`src/inc/cfg_pkg.sv`:
```
// Constants, register map and types of the serial configuration port
package cfg_pkg;
  // Word layout
  localparam int NREG = 13;
  localparam int DW = 16;
  localparam int AW = 8;
  localparam int WORD_BITS = 24;
  localparam logic [4:0] CNT_LAST = 5'h17;
  localparam logic [4:0] CNT_ADDR_LAST = 5'h07;
  localparam logic [4:0] RB_BITS_AFTER_FIRST = 5'h0F;
  localparam logic [4:0] RB_CNT_END = 5'h01;
  // Register map: address and writable bits of each stored register
  localparam logic [7:0] REG_ADDR [NREG] = '{
    8'h01, 8'h02, 8'h0A, 8'h0F, 8'h14, 8'h1C, 8'h23,
    8'h24, 8'h2A, 8'h2B, 8'h42, 8'h46, 8'hF0};
  localparam logic [15:0] REG_MASK [NREG] = '{
    16'h0011, 16'h2000, 16'hFFFF, 16'h07AA, 16'h00A5, 16'h7FFC, 16'hFFFF,
    16'hFEA5, 16'h0F0F, 16'h0F0F, 16'h8008, 16'hAE1D, 16'h8000};
  localparam logic [15:0] REG_RESET = 16'h0000;
  localparam logic [7:0] ADDR_SOFT_RESET = 8'h00;
  localparam logic [7:0] ADDR_READBACK_CTRL = 8'h01;
  // Array index of registers whose bits steer logic
  localparam int IDX_READBACK = 0;
  localparam int IDX_SYNC = 1;
  localparam int IDX_POWER_DOWN = 3;
  localparam int IDX_REF_SOURCE = 10;
  localparam int IDX_OUT_FORMAT = 11;
  localparam int IDX_EXT_REF = 12;
  // Field positions
  localparam int SOFT_RESET_BIT = 0;
  localparam int READBACK_EN_BIT = 0;
  localparam int HIGH_ADDR_EN_BIT = 4;
  localparam int SYNC_EN_BIT = 13;
  localparam int PD_PIN_CFG_BIT = 10;
  localparam int REF_SRC_HI_BIT = 15;
  localparam int REF_SRC_LO_BIT = 3;
  localparam int TWO_LANE_BIT = 0;
  localparam int TWOS_COMP_BIT = 2;
  localparam int MSB_FIRST_BIT = 3;
  localparam int EXT_REF_EN_BIT = 15;
  localparam logic [1:0] REF_SRC_PINS = 2'h0;
  localparam logic [1:0] REF_SRC_VCM = 2'h3;
  // Timing
  localparam int CLK_PERIOD_NS = 20;
  localparam int RESET_PULSE_NS = 10;
  localparam int RESET_PULSE_CYC = (RESET_PULSE_NS + CLK_PERIOD_NS - 1) / CLK_PERIOD_NS;
  localparam int CLK_KHZ = 50000;
  localparam int SCLK_MAX_KHZ = 15000;
  localparam int SCLK_MIN_PERIOD_CYC = CLK_KHZ / SCLK_MAX_KHZ;
  // Readback sequencer states
  typedef enum logic {RB_IDLE, RB_SHIFT} rb_state_e;
endpackage

```
`src/inc/frame_if.sv`:
```
// Decoded serial frame events passed from the front end to the register file
`timescale 1ns/1ps
interface frame_if;
  logic bit_edge;
  logic addr_valid;
  logic [7:0] addr;
  logic word_valid;
  logic [23:0] word;
  modport src (output bit_edge, output addr_valid, output addr, output word_valid, output word);
  modport dst (input bit_edge, input addr_valid, input addr, input word_valid, input word);
endinterface

```
`src/rtl/serial_frame.sv`:
```
// Serial front end: edge detect, 24-bit word framing and address capture
`timescale 1ns/1ps
module serial_frame (
  // Clock, reset and enable
  input wire logic core_clk,
  input wire logic arst_n,
  input wire logic clk_en,
  // Serial pins
  input wire logic select_n,
  input wire logic serial_clock,
  input wire logic serial_input,
  // Frame events
  frame_if.src fr
);
  logic sclk_q_reg, sclk_q_next;
  logic [4:0] cnt_reg, cnt_next;
  logic [23:0] sh_reg, sh_next;
  logic edge_reg, edge_next;
  logic av_reg, av_next;
  logic wv_reg, wv_next;
  logic rise;

  // Rising serial clock seen while selected; no timeout so any slow rate works
  assign rise = serial_clock & ~sclk_q_reg & ~select_n;

  // Shift and count; deselect drops an incomplete word
  always_comb
  begin
    sclk_q_next = serial_clock;
    cnt_next = cnt_reg;
    sh_next = sh_reg;
    edge_next = rise;
    av_next = 1'b0;
    wv_next = 1'b0;
    if (select_n)
    begin
      cnt_next = 5'h00;
    end
    else if (rise)
    begin
      sh_next = {sh_reg[22:0], serial_input};
      av_next = (cnt_reg == cfg_pkg::CNT_ADDR_LAST);
      if (cnt_reg == cfg_pkg::CNT_LAST)
      begin
        cnt_next = 5'h00;
        wv_next = 1'b1;
      end
      else
      begin
        cnt_next = cnt_reg + 5'h01;
      end
    end
  end

  always_ff @(posedge core_clk or negedge arst_n)
  begin
    if (!arst_n)
    begin
      sclk_q_reg <= 1'b0;
      cnt_reg <= 5'h00;
      sh_reg <= 24'h000000;
      edge_reg <= 1'b0;
      av_reg <= 1'b0;
      wv_reg <= 1'b0;
    end
    else if (clk_en)
    begin
      sclk_q_reg <= sclk_q_next;
      cnt_reg <= cnt_next;
      sh_reg <= sh_next;
      edge_reg <= edge_next;
      av_reg <= av_next;
      wv_reg <= wv_next;
    end
  end

  assign fr.bit_edge = edge_reg;
  assign fr.addr_valid = av_reg;
  assign fr.addr = sh_reg[7:0];
  assign fr.word_valid = wv_reg;
  assign fr.word = sh_reg;
endmodule

```
`src/rtl/adc_serial_config_port.sv`:
```
// Register file, soft reset, readback and reference control of the ADC serial port
`timescale 1ns/1ps
module adc_serial_config_port (
  // Clock, reset and enable
  input wire logic core_clk,
  input wire logic arst_n,
  input wire logic clk_en,
  // Serial configuration pins
  input wire logic select_n,
  input wire logic serial_clock,
  input wire logic serial_input,
  output logic readback_output,
  output logic readback_output_oe_n,
  // Register contents for the datapath
  output logic [cfg_pkg::NREG*16-1:0] reg_flat,
  // Decoded control
  output logic ref_amp_powerdown,
  output logic vcm_ref_input,
  output logic two_lane_en,
  output logic msb_first_en,
  output logic twos_comp_en,
  output logic pd_pin_partial,
  output logic sync_enable
);
  frame_if fr ();

  serial_frame u_frame (
    .core_clk(core_clk),
    .arst_n(arst_n),
    .clk_en(clk_en),
    .select_n(select_n),
    .serial_clock(serial_clock),
    .serial_input(serial_input),
    .fr(fr)
  );

  logic [15:0] reg_q [cfg_pkg::NREG];
  logic [15:0] reg_next [cfg_pkg::NREG];
  logic soft_rst_reg, soft_rst_next;
  logic readback_on;
  logic [7:0] word_addr;
  logic wr_ok;

  // Readback enable gates every write but its own register
  assign readback_on = reg_q[cfg_pkg::IDX_READBACK][cfg_pkg::READBACK_EN_BIT];
  assign word_addr = fr.word[23:16];
  assign wr_ok = fr.word_valid &
    (~readback_on | (word_addr == cfg_pkg::ADDR_READBACK_CTRL));

  // Soft reset is a one-cycle pulse, so the bit always reads back cleared
  always_comb
  begin
    soft_rst_next = wr_ok & (word_addr == cfg_pkg::ADDR_SOFT_RESET) &
      fr.word[cfg_pkg::SOFT_RESET_BIT];
  end

  always_ff @(posedge core_clk or negedge arst_n)
  begin
    if (!arst_n)
    begin
      soft_rst_reg <= 1'b0;
    end
    else if (clk_en)
    begin
      soft_rst_reg <= soft_rst_next;
    end
  end

  // Stored registers; unmapped or reserved bits stay zero through the mask
  for (genvar i = 0; i < cfg_pkg::NREG; i++)
  begin : g_reg
    always_comb
    begin
      reg_next[i] = reg_q[i];
      if (soft_rst_reg)
      begin
        reg_next[i] = cfg_pkg::REG_RESET;
      end
      else if (wr_ok && word_addr == cfg_pkg::REG_ADDR[i])
      begin
        reg_next[i] = fr.word[15:0] & cfg_pkg::REG_MASK[i];
      end
    end

    // Async reset pin; all-zero defaults give the documented start-up modes
    always_ff @(posedge core_clk or negedge arst_n)
    begin
      if (!arst_n)
      begin
        reg_q[i] <= cfg_pkg::REG_RESET;
      end
      else if (clk_en)
      begin
        reg_q[i] <= reg_next[i];
      end
    end

    assign reg_flat[i*16 +: 16] = reg_q[i];
  end

  // Register value chosen by the readback address
  logic [15:0] rd_val;
  always_comb
  begin
    rd_val = 16'h0000;
    for (int k = 0; k < cfg_pkg::NREG; k++)
    begin
      if (fr.addr == cfg_pkg::REG_ADDR[k] && fr.addr != cfg_pkg::ADDR_READBACK_CTRL)
      begin
        rd_val = reg_q[k];
      end
    end
  end

  // Readback sequencer
  cfg_pkg::rb_state_e rb_state_reg, rb_state_next;
  logic [15:0] rb_shift_reg, rb_shift_next;
  logic [4:0] rb_cnt_reg, rb_cnt_next;
  logic rb_out_reg, rb_out_next;
  logic rb_oe_n_reg, rb_oe_n_next;

  // Bits change just after a rising edge so the controller takes them on the next one
  always_comb
  begin
    rb_state_next = rb_state_reg;
    rb_shift_next = rb_shift_reg;
    rb_cnt_next = rb_cnt_reg;
    rb_out_next = rb_out_reg;
    rb_oe_n_next = 1'b0;
    if (soft_rst_reg || !readback_on)
    begin
      rb_state_next = cfg_pkg::RB_IDLE;
      rb_shift_next = 16'h0000;
      rb_cnt_next = 5'h00;
      rb_out_next = 1'b0;
      rb_oe_n_next = 1'b1;
    end
    else if (fr.addr_valid)
    begin
      rb_state_next = cfg_pkg::RB_SHIFT;
      rb_out_next = rd_val[15];
      rb_shift_next = {rd_val[14:0], 1'b0};
      rb_cnt_next = cfg_pkg::RB_BITS_AFTER_FIRST;
    end
    else
    begin
      unique case (rb_state_reg)
        cfg_pkg::RB_IDLE:
        begin
          rb_cnt_next = 5'h00;
        end
        cfg_pkg::RB_SHIFT:
        begin
          if (fr.bit_edge)
          begin
            rb_out_next = rb_shift_reg[15];
            rb_shift_next = {rb_shift_reg[14:0], 1'b0};
            rb_cnt_next = rb_cnt_reg - 5'h01;
            if (rb_cnt_reg == cfg_pkg::RB_CNT_END)
            begin
              rb_state_next = cfg_pkg::RB_IDLE;
            end
          end
        end
      endcase
    end
  end

  always_ff @(posedge core_clk or negedge arst_n)
  begin
    if (!arst_n)
    begin
      rb_state_reg <= cfg_pkg::RB_IDLE;
      rb_shift_reg <= 16'h0000;
      rb_cnt_reg <= 5'h00;
      rb_out_reg <= 1'b0;
      rb_oe_n_reg <= 1'b1;
    end
    else if (clk_en)
    begin
      rb_state_reg <= rb_state_next;
      rb_shift_reg <= rb_shift_next;
      rb_cnt_reg <= rb_cnt_next;
      rb_out_reg <= rb_out_next;
      rb_oe_n_reg <= rb_oe_n_next;
    end
  end

  assign readback_output = rb_out_reg;
  assign readback_output_oe_n = rb_oe_n_reg;

  // Reference mode decode, registered so the analog controls never glitch
  logic ext_mode;
  logic [1:0] ref_src;
  logic ref_pd_reg, ref_pd_next;
  logic vcm_in_reg, vcm_in_next;

  assign ext_mode = reg_q[cfg_pkg::IDX_READBACK][cfg_pkg::HIGH_ADDR_EN_BIT] &
    reg_q[cfg_pkg::IDX_EXT_REF][cfg_pkg::EXT_REF_EN_BIT];
  assign ref_src = {reg_q[cfg_pkg::IDX_REF_SOURCE][cfg_pkg::REF_SRC_HI_BIT],
    reg_q[cfg_pkg::IDX_REF_SOURCE][cfg_pkg::REF_SRC_LO_BIT]};

  // Other source codes fall back to the internal references
  always_comb
  begin
    ref_pd_next = ext_mode & (ref_src == cfg_pkg::REF_SRC_PINS);
    vcm_in_next = ext_mode & (ref_src == cfg_pkg::REF_SRC_VCM);
  end

  always_ff @(posedge core_clk or negedge arst_n)
  begin
    if (!arst_n)
    begin
      ref_pd_reg <= 1'b0;
      vcm_in_reg <= 1'b0;
    end
    else if (clk_en)
    begin
      ref_pd_reg <= ref_pd_next;
      vcm_in_reg <= vcm_in_next;
    end
  end

  assign ref_amp_powerdown = ref_pd_reg;
  assign vcm_ref_input = vcm_in_reg;

  // Output format, power-down pin and sync enable controls straight from register bits
  assign two_lane_en = reg_q[cfg_pkg::IDX_OUT_FORMAT][cfg_pkg::TWO_LANE_BIT];
  assign msb_first_en = reg_q[cfg_pkg::IDX_OUT_FORMAT][cfg_pkg::MSB_FIRST_BIT];
  assign twos_comp_en = reg_q[cfg_pkg::IDX_OUT_FORMAT][cfg_pkg::TWOS_COMP_BIT];
  assign pd_pin_partial = reg_q[cfg_pkg::IDX_POWER_DOWN][cfg_pkg::PD_PIN_CFG_BIT];
  assign sync_enable = reg_q[cfg_pkg::IDX_SYNC][cfg_pkg::SYNC_EN_BIT];
endmodule

```
`config.mk`:
```
export PLATFORM = sky130hd
export DESIGN_NAME = adc_serial_config_port
export DESIGN_NICKNAME = d
export VERILOG_FILES = /design/src/inc/cfg_pkg.sv /design/src/inc/frame_if.sv /design/src/rtl/serial_frame.sv /design/src/rtl/adc_serial_config_port.sv
export SDC_FILE = /design/constraint.sdc
export NUM_CORES = 1
export LEC_CHECK = 0
export BUFFER_PORTS_ARGS = -buffer_cell sky130_fd_sc_hd__buf_2
export CELL_PAD_IN_SITES_DETAIL_PLACEMENT = 1
export CELL_PAD_IN_SITES_GLOBAL_PLACEMENT = 1
export CORE_MARGIN = 2
export CORE_UTILIZATION = 37
export DETAILED_ROUTE_END_ITERATION = 8
export PLACE_DENSITY_LB_ADDON = 0.3
export SLEW_MARGIN = 20
export SYNTH_ARGS = -nofsm -noshare
export SYNTH_HDL_FRONTEND = slang
export SYNTH_HIERARCHICAL = 1
export SYNTH_SLANG_ARGS = --single-unit
```
`constraint.sdc`:
```
create_clock -name core_clk -period 2.15 [get_ports core_clk]
set_clock_uncertainty 0.15 [all_clocks]
set_input_delay 0.645 -clock core_clk [delete_from_list [all_inputs] [get_ports core_clk]]
set_output_delay 0.645 -clock core_clk [all_outputs]
set_load 0.005 [all_outputs]
```
Yosys cells after proc, flatten, opt, wreduce, memory -nomap -nowiden:

Index checks and enable logic that the tools add are counted.

* memories: 0
* bits in read-only memories: 0
* word-level logic and storage cells: 202
* output and inout bits: 217
* register bits: 268
* memory bits (writable): 0
* input port bits: 6
* latch bits: 0

* div/mod/pow operators: 0
* multiplexer cells: 65
* bitwise operators: 13
* shift-type cells: 0
* reductions and logical operators: 63
* $mul: 0
* add/subtract/negate cells: 2
* equal/unequal tests: 32
* order comparisons: 0

Operators by type and width (number)
* 16-bit 2-to-1 mux: 43
* 8-bit by 6-bit == test with 1-bit output (second input constant): 8
* 8-bit by 4-bit == test with 1-bit output (second input constant): 4
* 8-bit by 5-bit == test with 1-bit output (second input constant): 4
* 8-bit by 7-bit == test with 1-bit output (second input constant): 4
* 5-bit 2-to-1 mux: 6
* 2-bit AND reduction: 15
* 2-bit nonzero test: 14
* 1-bit logical AND: 26
* 8-bit by 1-bit == test with 1-bit output (second input constant): 2
* 8-bit by 2-bit == test with 1-bit output (second input constant): 2
* 8-bit == test (second input constant): 2
* 1-bit 2-to-1 mux: 15
* 5-bit one-hot mux with 2 select lines: 1
* 1-bit bitwise AND: 8
* 8-bit logical NOT: 1
* 8-bit by 1-bit != test with 1-bit output (second input constant): 1
* 3-bit AND reduction: 2
* 3-bit nonzero test: 2
* 5-bit by 1-bit adder with 5-bit output (second input constant): 1
* 5-bit by 1-bit == test with 1-bit output (second input constant): 1
* 5-bit by 3-bit == test with 1-bit output (second input constant): 1
* 5-bit == test (second input constant): 1
* 5-bit by 1-bit subtractor with 5-bit output (second input constant): 1
* other kinds (7): 10

Logic depth before layout (Yosys ltp):

Gate-level depths: netlist of the first run.

* depth in word-level cells: 17
* gate-level depth with buffers: 7
* gate-level depth less buffers: 6

Cells and area by module:

The synthesis of the first run kept the hierarchy.

Modules (own cells, without submodules)
* adc_serial_config_port: times used 1, seq. area each 3104.2 um^2, area an instance 7148.1 um^2, cells an instance 670
* serial_frame: times used 1, seq. area each 825.8 um^2, area an instance 1447.6 um^2, cells an instance 153

Worst setup path before layout of the first run:

No wires, ideal clock.

* path kind: register -> register
* start: register u_frame.sh_reg[7] (netlist: u_frame/fr.word[7])
* end: register rb_shift_reg[4]
* path buffers: 2
* stages on the path, launching flop included: 7
* path slack: 22 ps
* arrival time: 1838 ps
* data required time: 1860 ps
* period minus slack after synthesis: 2128 ps
* setup time: 140 ps
* cells stage by stage: dfrtp_1 buf_6 or4b_4 buf_6 or3_4 o21ai_1 o41ai_2

* longest elaborated chain between the ends: 17
* elaborated cells on any way between the ends: 42
* those cells by class: 14 x eq/ne; 15 x mux; 13 x reduce/logical

Ends and longest elaborated chain
* start, declared: RTL line serial_frame.sv:17 `logic [23:0] sh_reg, sh_next;`
* start signal, assigned: RTL line serial_frame.sv:70 `sh_reg <= sh_next;`
* 8-bit by 1-bit == test with 1-bit output / 8-bit by 1-bit != test with 1-bit output (equally long branches): RTL line adc_serial_config_port.sv:108 `if (fr.addr == cfg_pkg::REG_ADDR[k] && fr.addr != cfg_pkg::ADDR_READBACK_CTRL)`
* 1-bit logical AND: RTL line adc_serial_config_port.sv:108
* 16-bit 2-to-1 mux (12 in a row): RTL line adc_serial_config_port.sv:108
* 16-bit 2-to-1 mux *: RTL line adc_serial_config_port.sv:108
* 16-bit 2-to-1 mux *: RTL line adc_serial_config_port.sv:138 `else if (fr.addr_valid)`
* 16-bit 2-to-1 mux *: RTL line adc_serial_config_port.sv:130 `if (soft_rst_reg || !readback_on)`
* end signal, assigned: RTL line adc_serial_config_port.sv:182 `rb_shift_reg <= rb_shift_next;`
* end, declared: RTL line adc_serial_config_port.sv:117 `logic [15:0] rb_shift_reg, rb_shift_next;`

Mark *: on every way between the ends. The rest lies on a longest branch, timed or not.
A chain may end at the register's enable or synchronous reset.

Worst setup path after layout of the first run:

* start: register u_frame.sh_reg[4] (netlist: u_frame/fr.word[4])
* end: register rb_shift_reg[3]

The elaborated chain is that of the path after synthesis.

==> run metrics, run 1 <==
GR Util met1 between 20 and 30%; final setup fails 0; DR vias ~6,800; Hold Path Cell Cnt 3; largest buffer count on any clock path 2; CTS Root Cell clkbuf_16; peak supply drop around 0.00035 V; n_diodes 0; crit share post-route between 90% and 100%; Final min period around 2100 ps; grt met3 use just under 4%; initial core utilization around 38%; area occupied by multi-input gates a little over 4000 µm²; fill cell count ~2,600; layout cells sized above 1 a little over a third; R2R setup slack approximately 12 ps; port bufs between 100 and 150; Chip Height around 160 µm; Largest register FFs 96; sequential-to-total area share from yosys stat between 40 and 50%; power density cells about 700 nW/µm²; Die Area 24,470 µm²; critical path launch point type register; antenna violations before repair 0; sequential cell area just under 4000 µm²; final layout net count a little over 1,000; Worst R2R End rb_shift_reg[3]; 1st-iter DRT viols 441; Placed Instances approximately 1,300; Vias per Instance about 5.3; Leak between 0.005 and 0.006 µW; Synth cell types a little under 80; Routed Wire Length 27,080 µm; # rows between 50 and 60; Mapped Cells just over 800; HPWL after DPL slightly below 20,000 µm; GP Congestion about 0.85; crit end category register; core area around 23,000 µm²; worst skew pair latency 440 ps; Max Freq approximately 470 MHz; GRT Total Usage between 20% and 30%; GR Util met2 37.36%; Hold EP u_frame/fr.word[0]; cell area after synthesis 8596 µm²; I/O pin count about 220; residual DRC count 0; global route overflow 0; global-route wire length before repair about 41,000 µm; syn_area_per_cell 10.44 µm²; critical path startpoint u_frame/fr.word[4]; cts bufs inserted 17; critical path arrival 2320 ps; #FFs+latches synth ~160; max_slew headroom between 40% and 50%; status complete, no violations; clk slew on worst S/H paths about 70 ps; drt pass-1 iters 7; Finished Layout Cells 1,299; CTS Sinks 157; RSZ-0062 raised after global routing yes; antenna-violating nets left 0; R2R depth 6; synth-to-layout area growth 21.66%; Critical Path RT between 2000 and 2500 ps; Final Worst Setup Slack between 10 and 15 ps; Synth Flop Type dfrtp_1; Worst-Margin Slew 832.1 ps; Post-synth EDFFs 0; vias in the first global route just under 7,000; TritonCTS clock tree yes; wire per inst approximately 21 µm; hold wc startpoint serial_input; Final Hold Viols 0; depth of the CTS H-tree 4; Crit Path Category register to register; Die Wd 156.4 µm; YS warnings 6; GR peak layer met2; dpl ws -307.6 ps; Reg-to-Reg Start u_frame/fr.word[4]; fin. max-slew vios 0; HP Class input pin to register; largest net degree at the start of global routing between 40 and 50; Max-Cap Viols 0; ys async rst share between 90% and 100%; CP Max Fanout 4
## cell usage in the layout (no fill, tap or decap), drive strengths merged, types with 6 or more instances in the layout
cell type / count
a21oi: 16
a221oi: 7
a222oi: 7
a22o: 27
a22oi: 15
and3: 8
buf: 212
clkbuf: 20
conb: 110
dfrtp: 156
inv: 26
mux2: 75
nand2: 94
nand2b: 8
nand3: 8
nand4: 12
nor2: 27
nor2b: 26
nor3: 11
nor4: 6
nor4b: 8
o21ai: 38
o22ai: 6
o2bb2ai: 6
o31ai: 6
## worst max-delay path, stage by stage (launching register included)
cell and delay, ps:
dfrtp_2 430, or4b_4 570, nor4_4 270, buf_4 200, a221o_2 120, a21oi_2 60
o31ai_2 230
## cell type report
| class | instances | area share (%) |
|---|---|---|
| Clock buffer | 19 | 4.331 |
| Tap cell | 285 | 3.410 |
| Inverter | 22 | 0.7897 |
| Clock inverter | 12 | 1.292 |
| Multi-Input combinational cell | 590 | 38.44 |
| Timing Repair Buffer | 214 | 14.13 |
| Sequential cell | 157 | 37.60 |
## worst max-delay path by stage
stage,slack [ps],endpoint,cells after the start
2_1_floorplan,20,rb_shift_reg[4],6
3_3_place_gp,-260,rb_shift_reg[14],5
3_5_place_dp,-310,rb_shift_reg[14],5
4_1_cts,-10,rb_shift_reg[3],6
5_1_grt,-50,rb_shift_reg[3],6
6_report,10,rb_shift_reg[3],6
## timing repair
action                                  in CTS  in global routing
hold endpoints to repair                    25                  0
hold buffers                                 1                  0
endpoints found under the setup margin      39                 66
gates resized for setup                     22                 22
pin swaps                                    1                  7
cloned                                       1                  1
setup buffers                                2                  5
## cells by family after synthesis
group,Yosys count,share of synthesized area (%)
AND/OR/NAND/NOR,235,14.93
buffers and inverters,185,14.28
AO/OA/AOI/OAI,164,14.41
flip-flops,157,45.72
multiplexers,78,10.17
adder cells (fa/ha/maj),3,0.4367
other,1,0.04363
## cell usage after synthesis, drive strengths merged (2+ instances only)
| cell | number | area (µm²) |
|---|---|---|
| a211o | 3 | 26.28 |
| a211oi | 5 | 37.54 |
| a21boi | 2 | 15.02 |
| a21o | 3 | 22.52 |
| a21oi | 16 | 83.83 |
| a221o | 3 | 31.28 |
| a221oi | 7 | 61.31 |
| a222oi | 7 | 70.07 |
| a22o | 27 | 236.5 |
| a22oi | 15 | 112.6 |
| a31oi | 4 | 25.02 |
| and2 | 4 | 25.03 |
| and3 | 8 | 50.05 |
| and3b | 2 | 17.52 |
| and4 | 3 | 26.28 |
| buf | 147 | 1081 |
| clkbuf | 16 | 63.81 |
| dfrtp | 156 | 3904 |
| ha | 3 | 37.54 |
| inv | 22 | 82.58 |
| mux2 | 75 | 844.6 |
| mux2i | 3 | 30.03 |
| nand2 | 94 | 352.8 |
| nand2b | 8 | 50.05 |
| nand3 | 8 | 40.04 |
| nand3b | 2 | 15.01 |
| nand4 | 12 | 75.07 |
| nand4b | 3 | 26.28 |
| nand4bb | 2 | 22.52 |
| nor2 | 27 | 108.9 |
| nor2b | 26 | 162.7 |
| nor3 | 11 | 60.06 |
| nor3b | 4 | 35.03 |
| nor4 | 6 | 43.79 |
| nor4b | 8 | 91.33 |
| o211ai | 2 | 15.01 |
| o21a | 2 | 15.01 |
| o21ai | 38 | 193.9 |
| o22ai | 6 | 37.54 |
| o2bb2ai | 6 | 58.80 |
| o311ai | 2 | 35.04 |
| o31ai | 6 | 55.05 |
| o41ai | 4 | 50.05 |
| or2 | 2 | 12.51 |
| or4b | 2 | 23.77 |
## report_power, final
group          internal [µW]  switching (µW)
logic                    441             716
clock network           1780            1290
registers               3010            81.3
total                   5220            2080
## routing by layer
metal	part of all wire [%]	up-vias
met5	0	-
met4	1.5	0
met3	4.6	33
met2	50	217
met1	44	3493
li1	-	3079
## through the flow
stage	TNS, ps	power, µW	util, %	instance area [µm²]	hold slack (ps)
global route	-125.1	7599	46.05	10460	251.8
CTS	-14.58	7273	45.37	10300	247.4
detailed placement	-8719	4139	42.16	9574	336.3
floorplan	0	3831	-	9005	199.4
finish	0	7306	46.05	10460	254.6
global placement	-6162	4124	42.16	9574	324.4
Power figures use the tool's default switching activity.
==> run 2: changes to the inputs <==
- CORE_UTILIZATION: 37 -> 44
- clock period: 2.15 -> 2.48 ns (I/O delays scaled with it)
==> run 2 against run 1 <==
Non-clock buffer count fell by 40; final area fell by 5.6%; combinational power fell by 27%; largest power group unchanged.
==> run metrics, run 2 (synthesis results as in run 1) <==
Total Power 6111 µW (-16%); Chip Height 143.8 µm (-8.1%); RSZ-0062 raised after global routing no; I/O pin count 223 (unchanged); drt pass-1 iters 5 (-2); fin. max-slew vios 0 (unchanged); GP Congestion 0.8544 (+0.14%); HPWL after DPL 19,230 µm (-3.1%); postcts setup bufs 0 (-2); Leak 0.005049 µW (-5.7%); Max Freq 426.4 MHz (-8.8%); final layout net count 971 (-4.0%); status complete, no violations; residual DRC count 0 (unchanged); synth-to-layout area growth 14.88%; layout cells sized above 1 30.77% (-5.5 points); CTS Hold Bufs 0 (-1); CP max stage delay 630 ps (+60 ps); core area 19,330 µm² (-15%); antenna-violating nets left 0 (unchanged); slowest CP cell or4b_4; GR Util met1 33.84% (+4.0 points); Crit Path Category register to register; Final Hold Viols 0 (unchanged); CTS Root Cell clkbuf_16; depth of the CTS H-tree 4 (unchanged); worst skew pair latency 430 ps (about the same); Die Wd 143.8 µm (-8.1%); Vias per Instance 5.481 (+4.4%); GR peak layer met2; wire per inst 21.04 µm (+0.94%); cells along the critical path or4b_4 -> nor4_4 -> buf_4 -> a211o_1 -> a211oi_1 -> o41ai_2; CP Max Fanout 12 (+8); R2R setup slack 130 ps (+120 ps); Critical Path RT 2650 ps (+320 ps); grt met3 use 4.932% (+1.1 points); HP Class input pin to asynchronous set/reset pin; critical path startpoint u_frame/fr.word[5]; post-CTS sizing 0 (-100%); port bufs 112 (unchanged); cts bufs inserted 17 (unchanged); initial core utilization 44.46% (+6.6 points); vias in the first global route 6,882 (+0.23%); global-route wire length before repair 40,130 µm (-2.8%); Reg-to-Reg Start u_frame/fr.word[5]; sequential cell area 3930 µm² (about the same); Final min period 2345 ps (+207.0 ps); CTS Sinks 157 (unchanged); TritonCTS clock tree yes; Largest register FFs 96 (unchanged); fill cell count 2,202 (-15%); crit end category register; Routed Wire Length 26,090 µm (-3.6%); power density cells 618.8 nW/µm² (-11%); largest net degree at the start of global routing 42 (-2.3%); antenna violations before repair 0 (unchanged); critical path launch point type register; DR vias 6,797 (-0.37%); Finished Layout Cells 1,240 (-4.5%); clk slew on worst S/H paths 60 ps (about the same); peak supply drop 0.0005045 V (+44%); GRT Total Usage 25.79% (+3.4 points); Die Area 20,670 µm² (-16%); # rows 51 (-7.3%); n_diodes 0 (unchanged); crit share post-route 94.57% (-4.9 points); most common cell after layout, fill and taps aside dfrtp_1; global route overflow 0 (unchanged); area occupied by multi-input gates 3865 µm² (-3.9%); largest buffer count on any clock path 2 (unchanged); GR Util met2 42.56% (+5.2 points); Placed Instances 1,208 (-4.0%); Worst-Margin Slew 1073 ps (+241.4 ps); 1st-iter DRT viols 456 (+3.4%); most frequent cells in the layout 156 x dfrtp_1, 111 x buf_2, 110 x conb_1, 94 x nand2_1, 72 x mux2_2; Max-Cap Viols 0 (unchanged); max_slew headroom 27.95% (-16 points); critical path arrival 2520 ps (+200 ps); final setup fails 0 (unchanged)
-- run 2: cell types whose count changed in the layout (fill, tap and decap cells not counted), moves of 3 or more --
| cell | previous run | this run |
|---|---|---|
| nor4b_1 | 2 | 5 |
| o21ai_1 | 11 | 14 |
| inv_6 | 4 | 1 |
| clkbuf_1 | 0 | 3 |
| o21ai_2 | 4 | 1 |
| buf_4 | 87 | 57 |
| buf_12 | 9 | 5 |
-- run 2: area by class of cell --
type / count / area share [%]
inverter: 22 / 0.8363
clock buffer: 21 / 4.562
clock inverter: 11 / 1.216
tap: 265 / 3.358
timing repair buffer: 174 / 11.09
multi-input combinational: 590 / 39.14
sequential: 157 / 39.80
-- run 2: layer usage --
metal  share of wire [%]  vias up
met5                   0        -
met4                 2.6        0
met3                 5.5       55
met2                  49      279
met1                  43     3470
li1                    -     2993
-- run 2: final timing paths --
check	endpoint	cells past startpoint
setup / recovery	rb_shift_reg[12]	6
hold / removal	u_frame/cnt_reg[2]	1
setup reg to reg	rb_shift_reg[12]	6
hold reg to reg	readback_output_oe_n	2
max in group asynchronous	reg_flat[144]	2
min in group core_clk	readback_output_oe_n	2
-- run 2: stage by stage --
stage	hold WS (ps)	cell area [µm²]	setup slack [ps]	setup TNS, ps	util, %
3_3_place_gp	329.0	9286	-57.88	-57.88	48.03
6_report	53.85	9874	134.6	0	51.07
3_5_place_dp	340.1	9286	-74.41	-190.7	48.03
5_1_grt	67.56	9874	12.58	0	51.07
4_1_cts	55.61	9857	22.39	0	50.98
2_1_floorplan	298.4	9005	296.7	0	-
-- run 2: power breakdown --
group | total [µW] | internal (µW) | switching (µW)
sequential | 2690 | 2610 | 85.4
combinational | 847 | 290 | 557
clock | 2570 | 1500 | 1070
-- run 2: worst max-delay path, delay by kind of cell (launching register included) --
| kind | cells | cell delay (ps) |
|---|---|---|
| DFF | 1 | 500 |
| and+or+nand+nor | 2 | 930 |
| AOI/OAI and AO/OA | 3 | 410 |
| buffers and inverters | 1 | 230 |
